### config.mk
export PLATFORM = sky130hd
export DESIGN_NAME = ppc_port_cfg
export DESIGN_NICKNAME = d
export VERILOG_FILES = /design/src/ppc_pkg.sv /design/src/ppc_port_cfg.sv
export SDC_FILE = /design/constraint.sdc
export NUM_CORES = 1
export LEC_CHECK = 0
export ABC_AREA = 1
export BUFFER_PORTS_ARGS = -buffer_cell sky130_fd_sc_hd__buf_2
export CORE_ASPECT_RATIO = 0.6
export CORE_MARGIN = 5
export CORE_UTILIZATION = 47
export CTS_CLUSTER_SIZE = 12
export DETAILED_ROUTE_END_ITERATION = 6
export PLACE_DENSITY = 0.75
export SETUP_SLACK_MARGIN = 0.3
export SLEW_MARGIN = 20
export SYNTH_ARGS = -nofsm -noshare
export SYNTH_HDL_FRONTEND = slang
export SYNTH_SLANG_ARGS = --single-unit
### constraint.sdc
create_clock -name CLK -period 2.6 [get_ports CLK]
set_input_delay 0.39 -clock CLK [delete_from_list [all_inputs] [get_ports CLK]]
set_output_delay 0.39 -clock CLK [all_outputs]
set_load 0.05 [all_outputs]
### src/ppc_pkg.sv
/*
 * constants for the parallel port timing and operation configuration block.
 * assumes a 32-bit classic wishbone slave port, byte address = 4 x index.
 */
package ppc_pkg;
    // register indexes; byte address is four times the index
    localparam logic [31:0] IDX_TIMING = 32'h0c800010;
    localparam logic [31:0] IDX_OPCFG = 32'h0c800012;
    localparam logic [31:0] IDX_XCTL = 32'h0c800015;
    localparam logic [31:0] IDX_OUTR = 32'h0c800016;
    localparam logic [31:0] IDX_INR = 32'h0c800017;
    localparam logic [31:0] IDX_TMRS = 32'h0c800018;
    localparam logic [31:0] IDX_START = 32'h0c800019;
    // timing register fields
    localparam int SETUP_LSB = 0;
    localparam int WIDTH_LSB = 8;
    localparam int TEST_BIT = 15;
    localparam logic [6:0] WIDTH_MIN = 7'h03;
    // operation register fields
    localparam int OP_RSV0 = 0;
    localparam int OP_ONE = 1;
    localparam int OP_IDLE = 3;
    localparam int OP_SOFT_RESET_BIT = 7;
    localparam int OP_ACKOP = 8;
    localparam int OP_BUSYOP = 9;
    localparam int OP_DIAG = 10;
    localparam int OP_ACKBI = 11;
    localparam int OP_BUSYBI = 12;
    localparam int OP_STBBI = 13;
    localparam int OP_FILL = 14;
    localparam int OP_MCLR = 15;
    localparam logic [15:0] OP_RESET = 16'h2000;
    localparam logic [15:0] OP_WMASK = 16'hff81;
    // transfer control fields
    localparam int XC_STB = 0;
    localparam int XC_ACK = 1;
    localparam int XC_BUSY = 2;
    localparam int XC_DIR = 3;
    localparam logic DIR_RESET = 1'b1;
    // pin levels: strobe, acknowledge and busy are active low
    localparam logic STB_IDLE = 1'b1;
    localparam logic ACK_IDLE = 1'b1;
    localparam logic BUSY_ACTIVE = 1'b0;
    typedef enum logic [3:0] {
        PPC_IDLE = 4'h1,
        PPC_SETUP = 4'h2,
        PPC_STROBE = 4'h4,
        PPC_WAIT = 4'h8
    } ppc_state_t;
endpackage : ppc_pkg

### src/ppc_port_cfg.sv
/*
 * timing and operation configuration of a parallel port, with a small
 * strobe sequencer that uses the two programmable timers.
 * assumes a classic wishbone master on the same clock and pins that are
 * synchronous to CLK.
 */
`timescale 1ns/10ps
module ppc_port_cfg
    import ppc_pkg::*;
(
    input wire logic CLK,
    input wire logic RST,
    input wire logic [31:0] ADR_I,
    input wire logic [31:0] DAT_I,
    output logic [31:0] DAT_O,
    input wire logic WE_I,
    input wire logic [3:0] SEL_I,
    input wire logic CYC_I,
    input wire logic STB_I,
    output logic ACK_O,
    input wire logic STROBE_PIN_I,
    output logic STROBE_PIN_O,
    output logic STROBE_PIN_OE,
    output logic STROBE_DIR_O,
    input wire logic ACK_PIN_I,
    output logic ACK_PIN_O,
    output logic ACK_PIN_OE,
    output logic ACK_DIR_O,
    input wire logic BUSY_PIN_I,
    output logic BUSY_PIN_O,
    output logic BUSY_PIN_OE,
    output logic BUSY_DIR_O,
    output logic XFER_DIR_O,
    output logic [2:0] CTRL_PINS_O,
    input wire logic [2:0] STATUS_PINS_I,
    output logic STROBE_EVT_O,
    output logic ACK_EVT_O,
    output logic BUSY_EVT_O,
    output logic ACK_HS_EN_O,
    output logic BUSY_HS_EN_O,
    output logic MASTER_WRITE_O,
    output logic MEM_CLEAR_EN_O,
    output logic [7:0] CLEAR_FILL_O
);
    logic [15:0] timing_reg;
    logic [15:0] op_reg;
    logic [3:0] xctl_reg;
    logic [5:0] out_reg;
    logic dir_hold_reg;
    logic diag_d_reg;
    logic ack_reg;
    logic [31:0] rdata_reg;
    logic [6:0] setup_cnt_reg;
    logic [6:0] width_cnt_reg;
    ppc_state_t state_reg;
    ppc_state_t state_next;
    logic req;
    logic wr;
    logic [31:0] idx;
    logic diag;
    logic soft_reset_bit;
    logic start;
    logic [6:0] width_load;
    logic busy_in;
    logic [15:0] op_rd;
    logic [3:0] xctl_rd;
    logic [2:0] in_rd;
    logic [15:0] wdata;
    logic [15:0] wmask;

    assign req = CYC_I & STB_I & ~ack_reg;
    assign wr = req & WE_I;
    assign idx = {2'b00, ADR_I[31:2]};
    assign diag = op_reg[OP_DIAG];
    assign soft_reset_bit = op_reg[OP_SOFT_RESET_BIT];
    assign wdata = DAT_I[15:0];
    assign wmask = {{8{SEL_I[1]}}, {8{SEL_I[0]}}};
    assign start = wr & (idx == IDX_START) & SEL_I[0] & DAT_I[0];

    assign width_load = (timing_reg[WIDTH_LSB +: 7] <= WIDTH_MIN) ?
        WIDTH_MIN : timing_reg[WIDTH_LSB +: 7];

    assign busy_in = diag ? xctl_reg[XC_BUSY] : BUSY_PIN_I;

    // bit 1 forced, idle from sequencer
    always_comb begin
        op_rd = op_reg;
        op_rd[OP_ONE] = 1'b1;
        op_rd[OP_IDLE] = (state_reg == PPC_IDLE);
    end

    // readback from latches in diagnostic mode
    assign xctl_rd = diag ? xctl_reg :
        {xctl_reg[XC_DIR], BUSY_PIN_I, ACK_PIN_I, STROBE_PIN_I};

    assign in_rd = diag ? out_reg[2:0] : STATUS_PINS_I;

    // ------------------------------------------------------------
    // wishbone slave: one-cycle answer, writes at the request edge
    // ------------------------------------------------------------
    always_ff @(posedge CLK or posedge RST) begin
        if (RST) begin
            ack_reg <= 1'b0;
        end else begin
            ack_reg <= req;
        end
    end

    always_ff @(posedge CLK or posedge RST) begin
        if (RST) begin
            rdata_reg <= 32'h00000000;
        end else if (req) begin
            case (idx)
                IDX_TIMING: rdata_reg <= {16'h0000, timing_reg};
                IDX_OPCFG: rdata_reg <= {16'h0000, op_rd};
                IDX_XCTL: rdata_reg <= {28'h0000000, xctl_rd};
                IDX_OUTR: rdata_reg <= {26'h0, out_reg};
                IDX_INR: rdata_reg <= {29'h0, in_rd};
                // buried counters visible only in test
                IDX_TMRS: rdata_reg <= timing_reg[TEST_BIT] ?
                    {17'h0, width_cnt_reg, 1'b0, setup_cnt_reg} :
                    32'h00000000;
                default: rdata_reg <= 32'h00000000;
            endcase
        end else begin
            rdata_reg <= 32'h00000000;
        end
    end

    // ------------------------------------------------------------
    // configuration registers
    // ------------------------------------------------------------
    // setup and width fields, bit 7 reads zero
    always_ff @(posedge CLK or posedge RST) begin
        if (RST) begin
            timing_reg <= 16'h0000;
        end else if (wr && idx == IDX_TIMING) begin
            timing_reg <= (timing_reg & ~wmask) |
                (wdata & wmask & 16'hff7f);
        end
    end

    // reset value, soft reset bit kept until cleared
    always_ff @(posedge CLK or posedge RST) begin
        if (RST) begin
            op_reg <= OP_RESET;
        end else if (wr && idx == IDX_OPCFG) begin
            op_reg <= (op_reg & ~(wmask & OP_WMASK)) |
                (wdata & wmask & OP_WMASK);
        end
    end

    always_ff @(posedge CLK or posedge RST) begin
        if (RST) begin
            xctl_reg <= {DIR_RESET, 3'h0};
        end else if (wr && idx == IDX_XCTL && SEL_I[0]) begin
            xctl_reg <= DAT_I[3:0];
        end
    end

    always_ff @(posedge CLK or posedge RST) begin
        if (RST) begin
            out_reg <= 6'h00;
        end else if (wr && idx == IDX_OUTR && SEL_I[0]) begin
            out_reg <= DAT_I[5:0];
        end
    end

    always_ff @(posedge CLK or posedge RST) begin
        if (RST) begin
            diag_d_reg <= 1'b0;
            dir_hold_reg <= DIR_RESET;
        end else begin
            diag_d_reg <= diag;
            if (!diag_d_reg) begin
                dir_hold_reg <= xctl_reg[XC_DIR];
            end
        end
    end

    // ------------------------------------------------------------
    // strobe sequencer and timers
    // ------------------------------------------------------------
    always_comb begin
        state_next = state_reg;
        case (state_reg)
            PPC_IDLE: begin
                if (start && !xctl_reg[XC_DIR]) begin
                    state_next = PPC_SETUP;
                end
            end
            // expiry when the count has run out
            PPC_SETUP: begin
                if (setup_cnt_reg == 7'h00) begin
                    state_next = PPC_STROBE;
                end
            end
            PPC_STROBE: begin
                if (width_cnt_reg == 7'h00) begin
                    state_next = PPC_WAIT;
                end
            end
            PPC_WAIT: begin
                if (!op_reg[OP_BUSYOP] || busy_in != BUSY_ACTIVE) begin
                    state_next = PPC_IDLE;
                end
            end
            default: state_next = PPC_IDLE;
        endcase
    end

    always_ff @(posedge CLK or posedge RST) begin
        if (RST) begin
            state_reg <= PPC_IDLE;
        end else if (soft_reset_bit) begin
            state_reg <= PPC_IDLE;
        end else begin
            state_reg <= state_next;
        end
    end

    // load at interval start, count down each clock
    always_ff @(posedge CLK or posedge RST) begin
        if (RST) begin
            setup_cnt_reg <= 7'h00;
            width_cnt_reg <= 7'h00;
        end else if (soft_reset_bit) begin
            setup_cnt_reg <= 7'h00;
            width_cnt_reg <= 7'h00;
        end else begin
            if (state_reg == PPC_IDLE && state_next == PPC_SETUP) begin
                setup_cnt_reg <= timing_reg[SETUP_LSB +: 7];
            end else if (setup_cnt_reg != 7'h00) begin
                setup_cnt_reg <= setup_cnt_reg - 7'h01;
            end
            if (state_reg == PPC_SETUP && state_next == PPC_STROBE) begin
                width_cnt_reg <= width_load;
            end else if (width_cnt_reg != 7'h00) begin
                width_cnt_reg <= width_cnt_reg - 7'h01;
            end
        end
    end

    // ------------------------------------------------------------
    // registered pin outputs
    // ------------------------------------------------------------
    always_ff @(posedge CLK or posedge RST) begin
        if (RST) begin
            STROBE_PIN_O <= STB_IDLE;
            STROBE_PIN_OE <= 1'b0;
            STROBE_DIR_O <= 1'b0;
            ACK_PIN_O <= ACK_IDLE;
            ACK_PIN_OE <= 1'b0;
            ACK_DIR_O <= 1'b0;
            BUSY_PIN_O <= 1'b0;
            BUSY_PIN_OE <= 1'b0;
            BUSY_DIR_O <= 1'b0;
            XFER_DIR_O <= DIR_RESET;
        end else begin
            // strobe output unless bidir and reading
            STROBE_PIN_OE <= ~op_reg[OP_STBBI] | ~xctl_reg[XC_DIR];
            STROBE_DIR_O <= ~op_reg[OP_STBBI] | ~xctl_reg[XC_DIR];
            // acknowledge output when bidir and reading
            ACK_PIN_OE <= op_reg[OP_ACKBI] & xctl_reg[XC_DIR];
            ACK_DIR_O <= op_reg[OP_ACKBI] & xctl_reg[XC_DIR];
            // busy output when bidir and reading
            BUSY_PIN_OE <= op_reg[OP_BUSYBI] & xctl_reg[XC_DIR];
            BUSY_DIR_O <= op_reg[OP_BUSYBI] & xctl_reg[XC_DIR];
            // inactive strobe and ack in diagnostic mode
            if (diag) begin
                STROBE_PIN_O <= STB_IDLE;
                ACK_PIN_O <= ACK_IDLE;
            end else begin
                STROBE_PIN_O <= (state_reg == PPC_STROBE) ? ~STB_IDLE :
                    xctl_reg[XC_STB];
                ACK_PIN_O <= xctl_reg[XC_ACK];
            end
            BUSY_PIN_O <= diag ? BUSY_ACTIVE : xctl_reg[XC_BUSY];
            XFER_DIR_O <= diag ? dir_hold_reg : xctl_reg[XC_DIR];
        end
    end

    always_ff @(posedge CLK or posedge RST) begin
        if (RST) begin
            CTRL_PINS_O <= 3'h0;
            STROBE_EVT_O <= 1'b0;
            ACK_EVT_O <= 1'b0;
            BUSY_EVT_O <= 1'b0;
        end else begin
            // control pins held low in diagnostic mode
            CTRL_PINS_O <= diag ? 3'h0 : out_reg[2:0];
            // interrupt sources from latches or pins
            STROBE_EVT_O <= diag ? xctl_reg[XC_STB] : STROBE_PIN_I;
            ACK_EVT_O <= diag ? xctl_reg[XC_ACK] : ACK_PIN_I;
            BUSY_EVT_O <= busy_in;
        end
    end

    always_ff @(posedge CLK or posedge RST) begin
        if (RST) begin
            ACK_HS_EN_O <= 1'b0;
            BUSY_HS_EN_O <= 1'b0;
            MASTER_WRITE_O <= 1'b1;
            MEM_CLEAR_EN_O <= 1'b0;
            CLEAR_FILL_O <= 8'h00;
        end else begin
            ACK_HS_EN_O <= op_reg[OP_ACKOP];
            BUSY_HS_EN_O <= op_reg[OP_BUSYOP];
            MASTER_WRITE_O <= op_reg[OP_STBBI];
            MEM_CLEAR_EN_O <= op_reg[OP_MCLR];
            CLEAR_FILL_O <= {8{op_reg[OP_FILL]}};
        end
    end

    assign ACK_O = ack_reg;
    assign DAT_O = rdata_reg;
endmodule : ppc_port_cfg

==> results of run 1 <==
## layout make-up
class / instances / area [um2] / area share (%)
repair buffers: 108 / 565.5 / 9.985
well taps: 135 / 168.9 / 2.982
flip-flops and latches: 91 / 2287 / 40.38
multi-input cells: 393 / 2011 / 35.50
clock inverters: 4 / 76.32 / 1.347
clock buffers: 11 / 232.7 / 4.109
inverters: 85 / 322.8 / 5.699
## cell usage after synthesis (all sizes together)
master | instances | share of area, %
buf | 37 | 6.0
o22ai | 2 | 0.26
clkbuf | 1 | 0.077
nand4 | 24 | 3.4
dfrtp | 83 | 43
ha | 4 | 1.0
clkinv | 2 | 0.15
nor3 | 9 | 1.2
nor3b | 2 | 0.41
nand3b | 1 | 0.15
a21oi | 7 | 0.80
inv | 83 | 6.4
a31oi | 1 | 0.13
o2111ai | 1 | 0.18
nor2 | 86 | 7.9
dfstp | 8 | 4.3
nand3 | 30 | 3.6
or2 | 1 | 0.13
nand2 | 142 | 12
conb | 1 | 0.077
o21ai | 58 | 7.6
xor2 | 9 | 1.6
## metrics by stage
step,util (%),instances,total power [mW]
5_1_grt,56.73,827,3.110
3_3_place_gp,53.63,812,1.642
6_report,56.73,827,3.008
2_1_floorplan,-,607,1.591
3_5_place_dp,53.63,812,1.647
4_1_cts,56.73,827,3.029
## report_power, final
part / internal, mW / switching [mW]
clock network: 0.841 / 0.546
logic: 0.0493 / 0.150
registers: 1.42 / 0.00101
total: 2.31 / 0.698
## cells by family (layout without fill, tap and decap cells)
family	after synthesis	count (layout)	share of synthesized area, %
and+or+nand+nor	295	295	28.56
other	1	16	0.07725
DFF	91	91	47.11
xor gates and xnor gates	9	9	1.624
AOI/OAI and AO/OA	69	69	8.969
buffers and inverters	123	208	12.63
adders and majority gates	4	4	1.031
## how the worst max path moves through the flow
stage / from / end / slack [ns]
finish: ACK_O$_DFF_PP0_ / out_reg[3]$_DFFE_PP0P_ / 0.60
global placement: ADR_I[6] / DAT_O[15]$_DFF_PP0_ / 0.45
floorplan: ACK_O$_DFF_PP0_ / setup_cnt_reg[0]$_DFFE_PP0P_ / 0.84
CTS: ACK_O$_DFF_PP0_ / out_reg[3]$_DFFE_PP0P_ / 0.62
global route: setup_cnt_reg[4]$_DFFE_PP0P_ / width_cnt_reg[6]$_DFFE_PP0P_ / 0.39
detailed placement: ADR_I[6] / DAT_O[10]$_DFF_PP0_ / 0.37
## layer usage
metal	global-route usage, %	wire (um)	part of all wire [%]
met1	28.64	5602	46
met2	31.19	5375	44
met3	6.587	1089	8.9
met4	4.310	107	0.88
met5	0	0	0
==> impl_metrics.py, run 1 <==
metrics = {
    "sta": {
        "slew_headroom_pct": 29.40,
        "finalHoldViolCount": 0,
        "skew_ns": 0.004334,
        "report.final.slew_viol_count": 0,
        "min_period_ns": 2.002,
        "worst_pin_slew_ns": 1.052,
        "post-route-period-util_pct": 77.02,
        "finalWorstSetupSlack_ns": 0.5976,
        "rsz0062_at_grt": "no",
        "setup_tns_ns": 0,
        "hold-worst-slack_ns": 0.06427,
        "setup_viol": 0,
        "timing.fmax_mhz": 499.4,
    },
    "route": {
        "drc": 0,
        "detail_route.vias_per_cell": 5.058,
        "routedWlPerCell_um": 14.72,
        "route.vias.total": 4183,
        "drt_pass1_iterations": 6,
        "wl_mm": 12.18,
        "drt-initial-drc-count": 311,
        "ant_nets": 0,
    },
    "setup_path": {
        "critPathMostFrequentCell": "nand2_1",
        "cp.depth": 8,
        "cp-end-kind": "flop",
        "cp.required_ns": 2.82,
        "critical_path_arrival_ns": 2.22,
        "rr_endpoint": "out_reg[3]$_DFFE_PP0P_",
        "reg2reg_depth": 8,
        "critPathKind": "flop to flop",
        "worst-path-max-fanout": 12,
        "path_buf_inv": 2,
        "timing.rr.start": "ACK_O$_DFF_PP0_",
        "rrSetupSlack_ns": 0.60,
        "crit_family": "simple AND/OR/NAND/NOR gates",
        "worstPathCellList": "inv_1 -> nand3_1 -> nor2_1 -> nand2_1 -> inv_1 -> nand2_1 -> nand2_1 -> o21ai_2",
        "cp_slowest_stage_delay_ns": 0.38,
        "cp_slowest_cell": "dfrtp_1",
        "cp-start-kind": "flop",
    },
    "floorplan": {
        "fp.dieH_um": 88.73,
        "die_width_um": 141.2,
        "start_util_pct": 48.62,
        "io_pins": 140,
        "fp-row-count": 28,
        "core_area_um2": 9985,
        "die_area_um2": 12530,
    },
    "cts": {
        "path_clk_slew_ns": 0.06,
        "cts_buffers": 9,
        "post_cts_resized": 0,
        "root_buffer": "clkbuf_16",
        "cts_tree": "done",
        "ctsHoldBuffers": 0,
        "clockBufferDepth": 2,
        "clock_latency_ns": 0.34,
        "numClockSinks": 91,
        "cts_setup_buffers": 0,
        "cts.htree.levels": 3,
    },
    "power_and_ir_drop": {
        "irDropWorstVdd_uv": 333.8,
        "leakagePower_nw": 3.029,
        "powerDensity_nw_per_um2": 531.0,
    },
    "placement": {
        "gp_congestion": 0.9073,
        "placed_area_um2": 5355,
        "pre_cts_ws_ns": 0.3695,
        "io_buffers": 103,
        "hpwl_mm": 9.223,
    },
    "synth": {
        "ys_warn_count": 0,
        "synth_cells": 592,
        "syn_area_um2": 4855,
        "avgSynthCellArea_um2": 8.200,
        "synth_cell_types": 37,
        "synth-seq-cells": 91,
        "yosysSeqAreaShare_pct": 47.11,
    },
    "grt": {
        "grt_use_total_pct": 20.39,
        "grt_first_pass_wirelength_mm": 19.99,
        "antenna_found_initial": 0,
        "grt_pass1_vias": 4103,
        "grt_overflow": 0,
        "grt_start_max_net_pins": 47,
    },
    "final_layout": {
        "drive_above_1_share_pct": 26.45,
        "fin_nets": 771,
        "post-route-cell-area_um2": 5664,
        "n_antenna_cell": 0,
        "syn_to_final_growth_pct": 16.68,
        "final_common_cell": "nand2_1",
        "final_cell_mix": "132 x nand2_1, 103 x buf_2, 83 x dfrtp_1",
        "fillers": 916,
    },
    "worst_hold_path": {
        "hold_path.class": "primary input to async pin",
    },
    "job": {
        "maxCapViolCount": 0,
    },
    "run_status": {
        "status": "completed",
    },
}
No activity file was read; power rests on OpenSTA's default activity.
==> inputs of run 2 (changes only) <==
Settings changed: CORE_UTILIZATION 47 to 50, PLACE_DENSITY 0.75 to 0.76.
Clock period 2.6 ns to 1.9 ns, I/O delays scaled along.
==> run 2 against run 1 <==
Net effect:
- core utilization rose by 7.6 points
- first-iteration DRC count increased by 24%
- die area shrank 5.5%
- critical path type unchanged
- largest power group unchanged
==> impl_metrics.py, run 2 (synthesized netlist as in run 1, its figures left out) <==
metrics = {
    "setup_path": {
        "worstPathCellList": "inv_1 -> nand2_1 -> nor2_1 -> nand4_1 -> nor2_4 -> nand2_4 -> buf_6 -> nand2_1 -> nand2_1 -> nand2_1 -> nor2_1",
        "worst-path-max-fanout": 7,
        "critPathMostFrequentCell": "nand2_1",
        "cp-end-kind": "flop",
        "cp_slowest_stage_delay_ns": 0.37,
        "rrSetupSlack_ns": 0.24,
        "critical_path_arrival_ns": 1.89,
        "reg2reg_depth": 11,
        "cp.required_ns": 2.13,
        "timing.rr.start": "xctl_reg[3]$_DFFE_PP1P_",
        "rr_endpoint": "setup_cnt_reg[2]$_DFFE_PP0P_",
        "critPathKind": "flop to flop",
        "cp_slowest_cell": "dfstp_2",
        "cp-start-kind": "flop",
    },
    "final_layout": {
        "fin_nets": 803,
        "drive_above_1_share_pct": 32.87,
        "final_common_cell": "nand2_1",
        "fillers": 803,
        "final_cell_mix": "131 x nand2_1, 103 x buf_2, 82 x dfrtp_1",
        "final_cells": 854,
        "syn_to_final_growth_pct": 23.61,
        "n_antenna_cell": 0,
        "post-route-cell-area_um2": 6001,
    },
    "grt": {
        "grt_first_pass_wirelength_mm": 20.11,
        "antenna_found_initial": 0,
        "grt_use_total_pct": 21.81,
        "grt_pass1_vias": 4199,
        "grt_start_max_net_pins": 68,
        "grt_overflow": 0,
    },
    "route": {
        "ant_nets": 0,
        "wl_mm": 12.55,
        "routedWlPerCell_um": 14.69,
        "drt-initial-drc-count": 385,
        "drt_pass1_iterations": 6,
        "drc": 0,
        "detail_route.vias_per_cell": 5.091,
        "route.vias.total": 4348,
    },
    "sta": {
        "finalHoldViolCount": 0,
        "setup_viol": 0,
        "post-route-period-util_pct": 87.25,
        "skew_ns": 0.006295,
        "report.final.slew_viol_count": 0,
        "min_period_ns": 1.658,
        "setup_tns_ns": 0,
        "timing.fmax_mhz": 603.2,
        "hold-worst-slack_ns": 0.03140,
        "rsz0062_at_grt": "yes",
    },
    "cts": {
        "ctsHoldBuffers": 0,
        "cts_tree": "done",
        "numClockSinks": 91,
        "cts.htree.levels": 3,
        "root_buffer": "clkbuf_16",
        "clockBufferDepth": 2,
        "cts_buffers": 9,
        "clock_latency_ns": 0.34,
        "path_clk_slew_ns": 0.06,
    },
    "floorplan": {
        "io_pins": 140,
        "core_area_um2": 9324,
        "fp-row-count": 27,
        "start_util_pct": 52.07,
        "fp.dieH_um": 86.33,
        "die_width_um": 137.2,
        "die_area_um2": 11840,
    },
    "placement": {
        "gp_congestion": 0.8971,
        "dp_cells": 822,
        "io_buffers": 103,
        "hpwl_mm": 9.258,
        "placed_area_um2": 5478,
    },
    "power_and_ir_drop": {
        "powerDensity_nw_per_um2": 667.2,
        "leakagePower_nw": 3.193,
        "irDropWorstVdd_uv": 437.9,
    },
    "worst_hold_path": {
        "hold_path.class": "primary input to async pin",
    },
    "job": {
        "maxCapViolCount": 0,
    },
    "run_status": {
        "status": "completed",
    },
}
==> run 2: cell types whose count changed in the layout (fill, tap and decap cells not counted), sizes merged <==
cell / delta
buf: +31
clkinv: +1
nand2: +1
clkbuf: +2
inv: -2
bufinv: -1
==> run 2: metrics by stage <==
stage	power [mW]	util (%)	setup WS [ns]
floorplan	2.179	-	0.2587
global placement	2.252	58.75	0.1491
detailed placement	2.258	58.75	0.1216
CTS	4.021	62.64	0.3068
global route	4.142	64.36	0.1801
finish	4.004	64.36	0.2422
==> run 2: final cells by class <==
class / count / area (um2) / area share, %
flip-flops and latches: 91 / 2288 / 38.14
multi-input cells: 394 / 2117 / 35.28
repair buffers: 139 / 817.0 / 13.62
inverters: 85 / 326.6 / 5.442
clock buffers: 13 / 250.2 / 4.170
well taps: 130 / 162.7 / 2.711
clock inverters: 2 / 38.79 / 0.6464
==> run 2: worst max path at each step <==
stage	slack, ns	depth (start not counted)	end	startpoint
after floorplan	0.26	11	setup_cnt_reg[0]$_DFFE_PP0P_	ACK_O$_DFF_PP0_
after global placement	0.15	8	DAT_O[10]$_DFF_PP0_	ADR_I[5]
after detailed placement	0.12	10	DAT_O[3]$_DFF_PP0_	ADR_I[31]
after CTS	0.31	9	setup_cnt_reg[4]$_DFFE_PP0P_	ACK_O$_DFF_PP0_
after global routing	0.18	11	setup_cnt_reg[2]$_DFFE_PP0P_	ACK_O$_DFF_PP0_
final	0.24	11	setup_cnt_reg[2]$_DFFE_PP0P_	xctl_reg[3]$_DFFE_PP1P_
==> run 2: critical path, delay by kind of cell (launching register included) <==
family        cells  cell delay [ns]
simple gates      9             0.92
flops             1             0.37
buf+inv           2             0.25
==> run 2: metal layers <==
layer  vias to the layer above  global-route usage (%)  share of wire (%)
met4                         0                   6.250                1.6
met1                      2073                   30.08                 43
met2                       173                   34.02                 46
li1                       2083                       -                  -
met3                        19                   5.916                9.1
met5                         -                       0                  0
==> run 2: timing repair <==
item,in CTS,in global routing
pin swaps,5,13
cloned,1,0
setup endpoints to repair,12,34
resized for setup,6,29
setup buffers,6,10
==> run 2: power breakdown <==
| group | total, mW | switching, mW | internal [mW] |
|---|---|---|---|
| Sequential | 1.94 | 0.00189 | 1.94 |
| Clock | 1.77 | 0.722 | 1.05 |
| Combinational | 0.285 | 0.209 | 0.0756 |
| Total | 4.00 | 0.933 | 3.07 |
